**config.mk**
```make
export PLATFORM = sky130hd
export DESIGN_NAME = packet_status_field
export DESIGN_NICKNAME = d
export VERILOG_FILES = /design/src/pin_sync.v /design/src/packet_status_field.v
export VERILOG_INCLUDE_DIRS = /design/src /design/src/src
export SDC_FILE = /design/constraint.sdc
export NUM_CORES = 1
export LEC_CHECK = 0
export ABC_AREA = 1
export BUFFER_PORTS_ARGS = -buffer_cell sky130_fd_sc_hd__buf_2
export CORE_MARGIN = 2
export CORE_UTILIZATION = 54
export DETAILED_ROUTE_END_ITERATION = 7
export GPL_TIMING_DRIVEN = 0
export HOLD_SLACK_MARGIN = 0.02
export MAX_ROUTING_LAYER = met4
export PLACE_DENSITY_LB_ADDON = 0.05
export SYNTH_ARGS = -nofsm -noshare
export SYNTH_HDL_FRONTEND = slang
export SYNTH_SLANG_ARGS = --single-unit
```
**constraint.sdc**
```tcl
create_clock -name clk_sys -period 1.9 [get_ports clk_sys]
set_input_delay 0.57 -clock clk_sys [delete_from_list [all_inputs] [get_ports clk_sys]]
set_output_delay 0.57 -clock clk_sys [all_outputs]
set_load 0.005 [all_outputs]
```
**src/status_field_defs.vh**
```
// Constants for the per-packet repeater status field.
// Assumes one bit time per link clock period and a clk_sys well above it.
`ifndef STATUS_FIELD_DEFS_VH
`define STATUS_FIELD_DEFS_VH

// Field widths
`define PORT_W        4
`define ADDR_W        6
`define CBT_W         10
`define RBY_W         16
`define IBT_W         8
`define PHASE_W       3
`define STATUS_BITS   56
`define STATUS_CNT_W  6

// Limits and windows
`define CBT_MAX       10'h3FF
`define RBY_MAX       16'hFFFF
`define RBY_MISSING_DELIMITER_FLAG_MAX  16'h007F
`define IBT_MAX       8'hFF
`define CLN_WINDOW    16'h000D
`define PHASE_LAST    3'h7
`define PHASE_ZERO    3'h0
`define STATUS_LAST   6'h37
`define STATUS_FIRST  6'h00

// Sequencer states
`define ST_IDLE       2'h0
`define ST_REPEAT     2'h1
`define ST_PAD        2'h2
`define ST_STATUS     2'h3

// Synchronised input vector layout
`define IN_W          25
`define IN_BITCLK     0
`define IN_TX         1
`define IN_DATA       2
`define IN_SFD        3
`define IN_COL        4
`define IN_FAE        5
`define IN_CRC        6
`define IN_JAB        7
`define IN_ELB        8
`define IN_PLL        9
`define IN_OWC        10
`define IN_SE         11
`define IN_PCD        12
`define IN_PORT_LO    13
`define IN_PORT_HI    16
`define IN_ADDR_LO    17
`define IN_ADDR_HI    22
`define IN_SPARE_LO   23
`define IN_SPARE_HI   24

`endif

```
**src/pin_sync.v**
```verilog
// Three-stage synchroniser with agreement filter for pin inputs.
// Assumes inputs change slower than a few clk_sys periods.
`timescale 1ns/1ps
`default_nettype none

module pin_sync
#(
  parameter W = 1
)
(
  input  wire         clk_sys,
  input  wire         reset,
  input  wire [W-1:0] d_in,
  output reg  [W-1:0] q_out
);

  reg [W-1:0] stage1_r;  // Metastability catcher, read only by stage2
  reg [W-1:0] stage2_r;  // Second stage
  reg [W-1:0] stage3_r;  // Third stage

  // Shift chain; a rise is taken once stage2 and stage3 agree, a fall as soon as they differ
  always @(posedge clk_sys)
  begin
    if (reset)
    begin
      stage1_r <= {W{1'b0}};
      stage2_r <= {W{1'b0}};
      stage3_r <= {W{1'b0}};
      q_out    <= {W{1'b0}};
    end
    else
    begin
      stage1_r <= d_in;
      stage2_r <= stage1_r;
      stage3_r <= stage2_r;
      q_out    <= (q_out & ~(stage2_r ^ stage3_r)) |
                  (stage3_r & (stage2_r ~^ stage3_r));
    end
  end

endmodule // pin_sync

`default_nettype wire

```
**src/packet_status_field.v**
```verilog
// Builds the seven-byte per-packet status field and sends it after the
// repeated packet data on the serial management output.
// Assumes all repeater inputs are pins stable around the link clock rise,
// and that the link clock runs far slower than clk_sys.
`timescale 1ns/1ps
`default_nettype none
`include "status_field_defs.vh"

module packet_status_field
(
  input  wire                clk_sys,
  input  wire                reset,
  input  wire                bit_clk,
  input  wire                tx_active,
  input  wire                rx_data,
  input  wire                sfd_detected,
  input  wire                collision,
  input  wire                alignment_error,
  input  wire                checksum_error,
  input  wire                runaway_guard,
  input  wire                elastic_store_fault,
  input  wire                decoder_lock_loss,
  input  wire                late_contention,
  input  wire                short_event,
  input  wire                compression_done,
  input  wire [`PORT_W-1:0]  port_number_field,
  input  wire [`ADDR_W-1:0]  chip_address,
  output reg                 mgmt_carrier,
  output reg                 mgmt_data,
  output reg                 mgmt_strobe
);

  // Synchronised copies of every pin input
  wire [`IN_W-1:0]          pins_raw;
  wire [`IN_W-1:0]          pins;

  assign pins_raw = {2'b00, chip_address, port_number_field,
                     compression_done, short_event, late_contention,
                     decoder_lock_loss, elastic_store_fault,
                     runaway_guard, checksum_error, alignment_error,
                     collision, sfd_detected, rx_data, tx_active,
                     bit_clk};

  pin_sync #(.W(`IN_W)) u_sync
  (
    .clk_sys (clk_sys),
    .reset   (reset),
    .d_in    (pins_raw),
    .q_out   (pins)
  );

  // Sequencer and per-packet state
  reg [1:0]                 state_r;         // Sequencer state
  reg [1:0]                 state_nxt;
  reg                       bitclk_d_r;      // Previous bit clock level
  reg                       sfd_d_r;         // Previous delimiter level
  reg [`PHASE_W-1:0]        phase_r;         // Bit position in byte
  reg                       sfd_mode_r;      // Delimiter seen this packet
  reg                       clean_receive_flag_r;
  reg                       contention_flag_r;
  reg                       alignment_error_flag_r;
  reg                       checksum_error_flag_r;
  reg                       runaway_guard_flag_r;
  reg                       elastic_store_fault_flag_r;
  reg                       decoder_lock_loss_flag_r;
  reg                       late_contention_flag_r;
  reg                       short_event_flag_r;
  reg [`CBT_W-1:0]          first_contention_timer_r;
  reg [`RBY_W-1:0]          repeat_bytes_r;
  reg [`IBT_W-1:0]          gap_bit_timer_r;     // Running gap count
  reg [`IBT_W-1:0]          gap_capture_r;       // Gap for this packet
  reg [`STATUS_BITS-1:0]    status_shift_r;      // Outgoing field
  reg [`STATUS_CNT_W-1:0]   status_cnt_r;        // Bits already sent

  // Decoded strobes
  wire                      bit_tick;        // Link clock rising edge
  wire                      tx_now;          // Repeater transmitting
  wire                      sfd_rise;        // Delimiter just detected
  wire                      byte_done;       // Last bit of a byte
  wire                      col_now;         // Collision this bit time
  wire                      in_window;       // Clean-receive window open
  wire [`PORT_W-1:0]        port_now;
  wire [`ADDR_W-1:0]        addr_now;
  wire [`STATUS_BITS-1:0]   status_field;    // Assembled seven bytes
  wire [7:0]                status_b0;
  wire [7:0]                status_b1;
  wire [7:0]                status_b2;

  // Saturating increment used by the repeat byte counter
  function [`RBY_W-1:0] sat_inc;
    input [`RBY_W-1:0] value;
    input [`RBY_W-1:0] limit;
    begin
      sat_inc = (value >= limit) ? limit : value + 16'h0001;
    end
  endfunction

  assign bit_tick  = pins[`IN_BITCLK] & ~bitclk_d_r;
  assign tx_now    = pins[`IN_TX];
  assign sfd_rise  = pins[`IN_SFD] & ~sfd_d_r;
  assign byte_done = (phase_r == `PHASE_LAST);
  assign col_now   = pins[`IN_COL];
  assign port_now  = pins[`IN_PORT_HI:`IN_PORT_LO];
  assign addr_now  = pins[`IN_ADDR_HI:`IN_ADDR_LO];
  // Window ends with 13th post-delimiter byte, or runs to the end
  assign in_window = ~sfd_mode_r | (repeat_bytes_r < `CLN_WINDOW);

  // Status byte layouts, first byte sent first
  assign status_b0 = {addr_now, pins[`IN_PCD], 1'b0};
  assign status_b1 = {checksum_error_flag_r, alignment_error_flag_r,
                      contention_flag_r, clean_receive_flag_r,
                      port_now};
  assign status_b2 = {short_event_flag_r, late_contention_flag_r,
                      ~sfd_mode_r, decoder_lock_loss_flag_r,
                      elastic_store_fault_flag_r, runaway_guard_flag_r,
                      first_contention_timer_r[9:8]};
  assign status_field = {gap_capture_r, repeat_bytes_r[15:8],
                         repeat_bytes_r[7:0],
                         first_contention_timer_r[7:0],
                         status_b2, status_b1, status_b0};

  // Edge detectors for the link clock and the delimiter signal
  always @(posedge clk_sys)
  begin
    if (reset)
    begin
      bitclk_d_r <= 1'b0;
      sfd_d_r    <= 1'b0;
    end
    else
    begin
      bitclk_d_r <= pins[`IN_BITCLK];
      if (bit_tick)
        sfd_d_r <= pins[`IN_SFD];
    end
  end

  // Next-state logic, advanced once per bit time
  always @*
  begin
    state_nxt = state_r;
    case (state_r)
      `ST_IDLE:
        // Start of a repetition
        if (tx_now)
          state_nxt = `ST_REPEAT;
      `ST_REPEAT:
        // End of data: pad if misaligned by an alignment error
        if (!tx_now)
        begin
          if (pins[`IN_FAE] && phase_r != `PHASE_ZERO)
            state_nxt = `ST_PAD;
          else
            state_nxt = `ST_STATUS;
        end
      `ST_PAD:
        // Dummy bits until the byte closes
        if (byte_done)
          state_nxt = `ST_STATUS;
      `ST_STATUS:
        // All 56 status bits sent
        if (status_cnt_r == `STATUS_LAST)
          state_nxt = `ST_IDLE;
      default:
        state_nxt = `ST_IDLE;
    endcase
  end

  // State register
  always @(posedge clk_sys)
  begin
    if (reset)
      state_r <= `ST_IDLE;
    else if (bit_tick)
      state_r <= state_nxt;
  end

  // Per-packet flags; reloaded from the first bit when a repetition starts
  always @(posedge clk_sys)
  begin
    if (reset)
    begin
      clean_receive_flag_r       <= 1'b0;
      contention_flag_r          <= 1'b0;
      alignment_error_flag_r     <= 1'b0;
      checksum_error_flag_r      <= 1'b0;
      runaway_guard_flag_r       <= 1'b0;
      elastic_store_fault_flag_r <= 1'b0;
      decoder_lock_loss_flag_r   <= 1'b0;
      late_contention_flag_r     <= 1'b0;
      short_event_flag_r         <= 1'b0;
      sfd_mode_r                 <= 1'b0;
    end
    else if (bit_tick && state_r == `ST_IDLE && tx_now)
    begin
      // New packet: fresh flags, clean until shown otherwise
      clean_receive_flag_r       <= ~col_now;
      contention_flag_r          <= col_now;
      alignment_error_flag_r     <= 1'b0;
      checksum_error_flag_r      <= 1'b0;
      runaway_guard_flag_r       <= pins[`IN_JAB];
      elastic_store_fault_flag_r <= pins[`IN_ELB];
      decoder_lock_loss_flag_r   <= pins[`IN_PLL];
      late_contention_flag_r     <= pins[`IN_OWC];
      short_event_flag_r         <= 1'b0;
      sfd_mode_r                 <= 1'b0;
    end
    else if (bit_tick && state_r == `ST_REPEAT)
    begin
      // Early collision spoils the clean receive
      if (col_now && in_window)
        clean_receive_flag_r <= 1'b0;
      if (col_now)
        contention_flag_r <= 1'b1;
      if (pins[`IN_JAB])
        runaway_guard_flag_r <= 1'b1;
      if (pins[`IN_ELB])
        elastic_store_fault_flag_r <= 1'b1;
      if (pins[`IN_PLL])
        decoder_lock_loss_flag_r <= 1'b1;
      if (pins[`IN_OWC])
        late_contention_flag_r <= 1'b1;
      // Delimiter mode, unaffected by collisions
      if (sfd_rise)
        sfd_mode_r <= 1'b1;
      // End-of-packet verdicts sampled as transmission stops
      if (!tx_now)
      begin
        alignment_error_flag_r <= pins[`IN_FAE];
        checksum_error_flag_r  <= pins[`IN_CRC];
        short_event_flag_r     <= pins[`IN_SE];
      end
    end
  end

  // Bit phase, contention timer and repeat byte counter
  always @(posedge clk_sys)
  begin
    if (reset)
    begin
      phase_r                  <= `PHASE_ZERO;
      first_contention_timer_r <= {`CBT_W{1'b0}};
      repeat_bytes_r           <= {`RBY_W{1'b0}};
    end
    else if (bit_tick && state_r == `ST_IDLE && tx_now)
    begin
      // Preamble start is the first bit of the packet
      phase_r                  <= 3'h1;
      first_contention_timer_r <= {`CBT_W{1'b0}};
      repeat_bytes_r           <= {`RBY_W{1'b0}};
    end
    else if (bit_tick && state_r == `ST_REPEAT && tx_now)
    begin
      // Timer runs until the first collision, then holds
      if (!contention_flag_r && !col_now &&
          first_contention_timer_r != `CBT_MAX)
        first_contention_timer_r <= first_contention_timer_r +
                                    10'h001;
      if (sfd_rise)
      begin
        // Restart byte counting just after the delimiter
        phase_r        <= `PHASE_ZERO;
        repeat_bytes_r <= {`RBY_W{1'b0}};
      end
      else
      begin
        phase_r <= phase_r + 3'h1;
        if (byte_done && sfd_mode_r)
          repeat_bytes_r <= sat_inc(repeat_bytes_r, `RBY_MAX);
        else if (byte_done)
          repeat_bytes_r <= sat_inc(repeat_bytes_r,
                                    `RBY_MISSING_DELIMITER_FLAG_MAX);
      end
    end
    else if (bit_tick && state_r == `ST_PAD)
      phase_r <= phase_r + 3'h1;
  end

  // Gap timer: counts idle bit times, restarted per transmission
  always @(posedge clk_sys)
  begin
    if (reset)
    begin
      gap_bit_timer_r <= {`IBT_W{1'b0}};
      gap_capture_r   <= {`IBT_W{1'b0}};
    end
    else if (bit_tick)
    begin
      if (state_r == `ST_IDLE && tx_now)
      begin
        gap_capture_r   <= gap_bit_timer_r;
        gap_bit_timer_r <= {`IBT_W{1'b0}};
      end
      else if (!tx_now && gap_bit_timer_r != `IBT_MAX)
        gap_bit_timer_r <= gap_bit_timer_r + 8'h01;
    end
  end

  // Status shifter: loaded on the first status bit time, once the
  // end-of-packet flags latched on the last repeat bit time are settled
  always @(posedge clk_sys)
  begin
    if (reset)
    begin
      status_shift_r <= {`STATUS_BITS{1'b0}};
      status_cnt_r   <= {`STATUS_CNT_W{1'b0}};
    end
    else if (bit_tick)
    begin
      if (state_r != `ST_STATUS)
        status_cnt_r <= {`STATUS_CNT_W{1'b0}};
      else
      begin
        if (status_cnt_r == `STATUS_FIRST)
          status_shift_r <= {1'b0, status_field[`STATUS_BITS-1:1]};
        else
          status_shift_r <= {1'b0, status_shift_r[`STATUS_BITS-1:1]};
        status_cnt_r <= status_cnt_r + 6'h01;
      end
    end
  end

  // Management serial output: data, pad, then status, LSB first
  always @(posedge clk_sys)
  begin
    if (reset)
    begin
      mgmt_carrier <= 1'b0;
      mgmt_data    <= 1'b0;
      mgmt_strobe  <= 1'b0;
    end
    else
    begin
      mgmt_strobe <= 1'b0;
      if (bit_tick)
      begin
        case (state_r)
          `ST_REPEAT:
          begin
            // Repeated data passes straight through
            mgmt_carrier <= tx_now;
            mgmt_data    <= pins[`IN_DATA];
            mgmt_strobe  <= tx_now;
          end
          `ST_PAD:
          begin
            // Dummy zero bits restore byte alignment
            mgmt_carrier <= 1'b1;
            mgmt_data    <= 1'b0;
            mgmt_strobe  <= 1'b1;
          end
          `ST_STATUS:
          begin
            // Status bits, first byte first, low bit first
            mgmt_carrier <= 1'b1;
            mgmt_data    <= (status_cnt_r == `STATUS_FIRST) ?
                            status_field[0] : status_shift_r[0];
            mgmt_strobe  <= 1'b1;
          end
          default:
          begin
            mgmt_carrier <= 1'b0;
            mgmt_data    <= 1'b0;
          end
        endcase
      end
    end
  end

endmodule // packet_status_field

`default_nettype wire

```
[Word level (Yosys, flattened, before mapping)]
Cells that the tools add are included.
Cells by class
  add/subtract/negate cells: 5
  $lt $le $gt $ge: 3
  equal/unequal tests: 12
  multiplexer cells: 40
  bitwise operators: 16
  reduce and logical (&&, ||, !) cells: 46
Operators by type and width (count)
  16-bit two-way mux: 5
  55-bit two-way mux: 1
  25-bit AND: 2
  2-bit AND reduction: 13
  25-bit NOT: 1
  25-bit OR: 1
  25-bit bitwise XNOR: 1
  25-bit bitwise XOR: 1
  1-bit two-way mux: 21
  2-bit nonzero test: 9
  16-bit by 1-bit adder with 16-bit output, second input constant: 1
  16-bit >= comparator, second input constant: 1
  16-bit by 7-bit >= comparator with 1-bit output, second input constant: 1
  16-bit by 4-bit less-than comparator with 1-bit output, second input constant: 1
  8-bit two-way mux: 2
  1-bit logical AND: 12
  10-bit by 1-bit adder with 10-bit output, second input constant: 1
  10-bit != test, second input constant: 1
  3-bit two-way mux: 3
  3-bit nonzero test: 3
  8-bit by 1-bit adder with 8-bit output, second input constant: 1
  2-bit two-way mux: 4
  2-bit != test, second input constant: 4
  8-bit != test, second input constant: 1
  other kinds (18): 31
Storage, ports and cells
  register bits: 224
  input port bits: 25
  output and inout bits: 3
  logic and storage cells: 151

[Logic depth before layout (Yosys ltp)]
  depth in word-level cells: 6
  gate-level depth with buffers: 11
  mapped depth without buffers: 11

[By module]
A second synthesis with hierarchy kept.
Second synthesis, totals
  cells, all modules: 1254
  area, all modules: 9621.7 um^2
Modules (own cells, without submodules)
  packet_status_field: times used 1, cells an instance 868, area each 6213.5 um^2, sequential area each 2462.4 um^2
  pin_sync: times used 1, cells an instance 386, area each 3408.3 um^2, sequential area each 2001.9 um^2

[Worst setup path after synthesis]
Ideal clock, no wire load.
  path type: register to register
  from: reg phase_r[0]
  to: reg repeat_bytes_r[6]
  setup time: 0.066 ns
  data arrival time: 1.554 ns
  required time: 1.834 ns
  slack: 0.280 ns
  stages on the path, launching flop included: 10
  path buffers: 1
  clock period less this slack: 1.620 ns
  cells stage by stage: dfxtp_1 ha_1 ha_1 nand2_1 nor3_4 nand2_4 buf_6 nand3_1 nand2_1 a21oi_2
Between the ends
  cells in the longest elaborated chain, start to end: 4
  elaborated cells between the ends (all ways): 6
  those cells by class: eq/ne: 1; mux: 2; reduce/logical: 3
RTL lines
  start: declaration: line packet_status_field.v:57  | reg [`PHASE_W-1:0] phase_r;
  start signal: assignment: line packet_status_field.v:241  | phase_r <= `PHASE_ZERO;
  start signal: assignment: line packet_status_field.v:262  | phase_r <= `PHASE_ZERO;
  start signal: assignment: line packet_status_field.v:267  | phase_r <= phase_r + 3'h1;
  3-bit == test (no source line) (*)
  1-bit logical AND: line packet_status_field.v:268  | if (byte_done && sfd_mode_r)
  3-bit nonzero test (no source line) / 16-bit two-way mux (equally long branches)
  2-bit AND reduction (no source line) / 16-bit two-way mux (equally long branches)
  end signal: assignment: line packet_status_field.v:263  | repeat_bytes_r <= {`RBY_W{1'b0}};
  end signal: assignment: line packet_status_field.v:269  | repeat_bytes_r <= sat_inc(repeat_bytes_r, `RBY_MAX);
  end signal: assignment: line packet_status_field.v:271  | repeat_bytes_r <= sat_inc(repeat_bytes_r,
  end: declaration: line packet_status_field.v:69  | reg [`RBY_W-1:0] repeat_bytes_r;
Every way passes the cells marked *; elsewhere a longest branch is shown, timed or not.
A chain may end at the register's enable or synchronous reset.

[Worst setup path in the final report]
  from: reg state_r[0]
  to: reg phase_r[2]
Between the ends
  cells in the longest elaborated chain, start to end: 4
  elaborated cells between the ends (all ways): 11
  those cells by class: eq/ne: 2; mux: 1; reduce/logical: 8
RTL lines
  start: declaration: line packet_status_field.v:53  | reg [1:0] state_r;
  start signal: assignment: line packet_status_field.v:173  | state_r <= `ST_IDLE;
  start signal: assignment: line packet_status_field.v:175  | state_r <= state_nxt;
  2-bit by 1-bit == test with 1-bit output / 2-bit zero test (equally long branches)
  1-bit logical AND (no source line)
  1-bit logical AND, on equally long branches: line packet_status_field.v:252, packet_status_field.v:245
  3-bit two-way mux (tied with other cells): line packet_status_field.v:252  | else if (bit_tick && state_r == `ST_REPEAT && tx_now)
  end signal: assignment: line packet_status_field.v:262
  end signal: assignment: line packet_status_field.v:267
  end signal: assignment: line packet_status_field.v:276  | phase_r <= phase_r + 3'h1;
Parallel ways exist; a longest one is shown, timed or not.

==> summary.md <==
The tools report the final number of hold-violating endpoints as 0. The repair_antennas step left the layout with diodes totalling 0. Post-cts hold buffer count: 0. CTS placed an instance of sky130_fd_sc_hd__clkbuf_16 at the clock tree root.

For the pin with the worst max-slew slack, the measured transition is 609 ps. The setup path with the least slack is of type register to register. The tools report the clock latency on the worst-skew pair as 520 ps.

The kind of end point of the critical path was a register. Counting flops with an async set or reset pin after synthesis yields a share of 0%. At the end of routability-driven placement, the weighted congestion stood at 0.843. The number of nets in the synthesized netlist is 1286. The worst clock skew on the final layout is 5.08 ps, and the average routed wire per standard cell is 12.6 um. TritonCTS built the clock tree. The clock period could shrink to 1790 ps. In the finished design, the share of the clock period the worst path needs comes to 94.3%. The run gives 6774 as the via count of the first global-routing pass. The critical path data required time was 2370 ps. Yosys synthesis warning count: 0. The max-capacitance violation count was 0; the I/O pin total was 28. The run gives 22.4% as the overall global routing resource usage. The HPWL after detailed placement is 13400 um.

The run gives 1.03 mV as the worst supply voltage drop on vdd. Setup violations remaining at the end of the flow were counted as 0. Total power per unit cell area: 915 mW/mm^2. For this configuration, the core starts out at a cell density of 55.4%. In the final layout, flip-flops and latches occupy 0.00431 sq mm. Wire length after detailed routing: 19200 um. Synthesis produced a netlist whose cell count is 1225. The maximum single-stage delay on the critical path works out to 370 ps. The first detailed-routing pass ran for 5 iterations. After synthesis the netlist holds a flip-flop and latch count of 215.

The floorplan step set the die height to 135 um. The floorplan step defined a die boundary enclosing 0.0182 sq mm. Prior to clock tree synthesis, the placed netlist has a worst setup slack of -261 ps. The fraction of layout instances using a drive strength above 1 is 12.6%, and the power after layout is 9.81 mW. Most common library cell in the layout ignoring fill and taps: sky130_fd_sc_hd__nand2_1. For this block, the initial DRC count from the detailed router was 378.

In this run the cell area of the synthesized design comes to 0.00926 sq mm. In this run, CTS created clock tree buffers numbering 23. The arrival time of the worst setup path was 2260 ps; the H-tree depth was 1.

From left edge to right edge, the die measures 135 um. Setup repair after global routing left no endpoint under its margin. The first global-routing pass estimated 32600 um of wire. The signal on the critical path passes through inv_1, ha_1, nand2_1, inv_2, nand2_4, inv_2, nor2_4, buf_4, o21ai_1, or2_1, inv_1. Clock-pin slew was measured on the worst setup and hold paths at 60 ps.

Leaving out fill and tap cells, the most frequent cells in the layout are sky130_fd_sc_hd__nand2_1 (234), sky130_fd_sc_hd__dfxtp_1 (213), sky130_fd_sc_hd__inv_1 (200). The post-detailed-route via-to-cell ratio came out at 4.90. Of the synthesized area, sequential elements account for 46.5%. After layout, the worst setup slack is 108 ps. The library cell contributing the largest single delay on the critical path is sky130_fd_sc_hd__dfxtp_4. In this run the tightest slew margin relative to its limit is 59.4%. Startpoint type of the worst setup path: a register.

In this run the core area contains 47 standard-cell rows. The tools report the number of sinks handled by clock tree synthesis as 215. The layout overhead on the synthesized area was 15.8%; the leakage power was 4.91 nW. Counting flops with a built-in enable in the synthesized netlist gives 0. The total DRC errors in the routed layout was 0; the final number of max-transition violations was 0. In this run the tool buffered the top-level ports with 26 buffer cells. The cell area after placement is 0.00966 sq mm. The flow ran to the end, and the final reports show no timing, DRC or antenna violations.

The final layout contains 1351 nets. Post-synthesis average cell area: 7.56 sq um. The total vias in the final route was 7480.

In the synthesized netlist the dominant register cell turns out to be sky130_fd_sc_hd__dfxtp_1. The run gives 0.0167 sq mm as the area of the core. Entering global routing, the biggest net connects 15 pins. Summed over all layers, the global routing overflow is 0. The logs give 1496 for the final-layout fill cell count and 558 MHz for the highest clock frequency the design can meet. The number of buffers on the longest clock path was 3. In this run the worst path has a maximum fanout of 6.

In this run the worst hold path is classified as primary input to register. The detail route stage leaves a number of antenna-violating nets equal to 0. The initial antenna violation count was 0; the final cell area excluding filler cells was 0.0107 sq mm.

The multi-input combinational cells in the finished layout cover a total of 0.00394 sq mm. The synthesized netlist contains 42 unique library cells.
-- cell type report --
type	count	share of cell area [%]
tap	220	2.57
clock inverter	10	1.80
clock buffer	31	6.30
buffer	55	2.65
multi-input combinational	742	36.8
sequential	215	40.2
inverter	214	7.63
timing repair buffer	39	2.10
-- worst paths after layout --
| kind | start | endpoint | slack (ps) | cells past startpoint |
|---|---|---|---|---|
| setup / recovery | state_r[0] | phase_r[2] | 110 | 11 |
| hold reg to reg | u_sync.stage1_r[15] | u_sync.stage2_r[15] | 400 | 2 |
| hold / removal | port_number_field[0] | u_sync.stage1_r[13] | 250 | 3 |
| setup reg to reg | state_r[0] | phase_r[2] | 110 | 11 |
-- critical path, delay by kind of cell (launching register included) --
kind | cells | cell delay [ps]
compound gates | 1 | 60
simple gates | 4 | 670
fa+ha+maj | 1 | 210
flops | 1 | 370
buf+inv | 5 | 420
-- synthesized netlist by cell type, types with 10 or more instances --
| master | count | area [sq um] |
|---|---|---|
| sky130_fd_sc_hd__o21ai_0 | 29 | 145 |
| sky130_fd_sc_hd__nand3_1 | 93 | 465 |
| sky130_fd_sc_hd__inv_1 | 200 | 751 |
| sky130_fd_sc_hd__inv_2 | 12 | 45.0 |
| sky130_fd_sc_hd__nor2_1 | 157 | 589 |
| sky130_fd_sc_hd__nand2_1 | 236 | 886 |
| sky130_fd_sc_hd__buf_2 | 27 | 135 |
| sky130_fd_sc_hd__a21oi_2 | 10 | 87.6 |
| sky130_fd_sc_hd__clkbuf_1 | 26 | 97.6 |
| sky130_fd_sc_hd__dfxtp_1 | 215 | 4300 |
| sky130_fd_sc_hd__o211ai_1 | 56 | 420 |
| sky130_fd_sc_hd__ha_1 | 36 | 450 |
| sky130_fd_sc_hd__a21oi_1 | 59 | 295 |
-- timing repair --
| item | in CTS | in global routing |
|---|---|---|
| cloned | 0 | 2 |
| endpoints found under the setup margin | 66 | 84 |
| setup buffers | 2 | 10 |
| pin swaps | 2 | 6 |
| gates resized for setup | 6 | 20 |
-- state kept, by name, indices dropped and copies added (netlist names), 2 cells and up --
| register | count |
|---|---|
| first_contention_timer_r | 10 |
| gap_bit_timer_r | 8 |
| gap_capture_r | 8 |
| phase_r | 3 |
| repeat_bytes_r | 16 |
| state_r | 2 |
| status_cnt_r | 6 |
| status_shift_r | 55 |
| u_sync.q_out | 23 |
| u_sync.stage1_r | 23 |
| u_sync.stage2_r | 23 |
| u_sync.stage3_r | 23 |
-- per-stage QoR --
stage                     hold WS, ps  TNS, ps  cells  utilization (%)
final                             249        0   1526             64.2
after global routing              238        0   1526             64.2
after CTS                         232        0   1514             63.3
after detailed placement          392   -13870   1471             57.9
after global placement            390   -13590   1471             57.9
after floorplan                   388        0   1225                -
-- layer usage --
layer  global-route usage (%)  share of wire (%)  vias up
met5                        -                  0        -
met4                     5.38                2.3        0
met3                     3.34                3.8       27
met2                     37.1                 46      123
met1                     29.0                 48     3340
li1                         -                  -     3990
-- cell families (layout without fill, tap and decap cells) --
kind of cell / count (synthesis) / count (layout) / synth area share (%)
simple gates: 524 / 524 / 24.4
fa+ha+maj: 36 / 36 / 4.86
flops: 215 / 215 / 46.5
xor+xnor: 10 / 10 / 0.946
buf+inv: 269 / 349 / 11.6
compound gates: 171 / 172 / 11.7
-- where the power goes --
group	total [mW]	leakage [nW]	internal, mW	switching [mW]
clock network	5.00	0.427	3.18	1.82
registers	4.59	1.74	4.57	0.0227
logic	0.228	2.74	0.0805	0.147
Power figures use the tool's default switching activity.
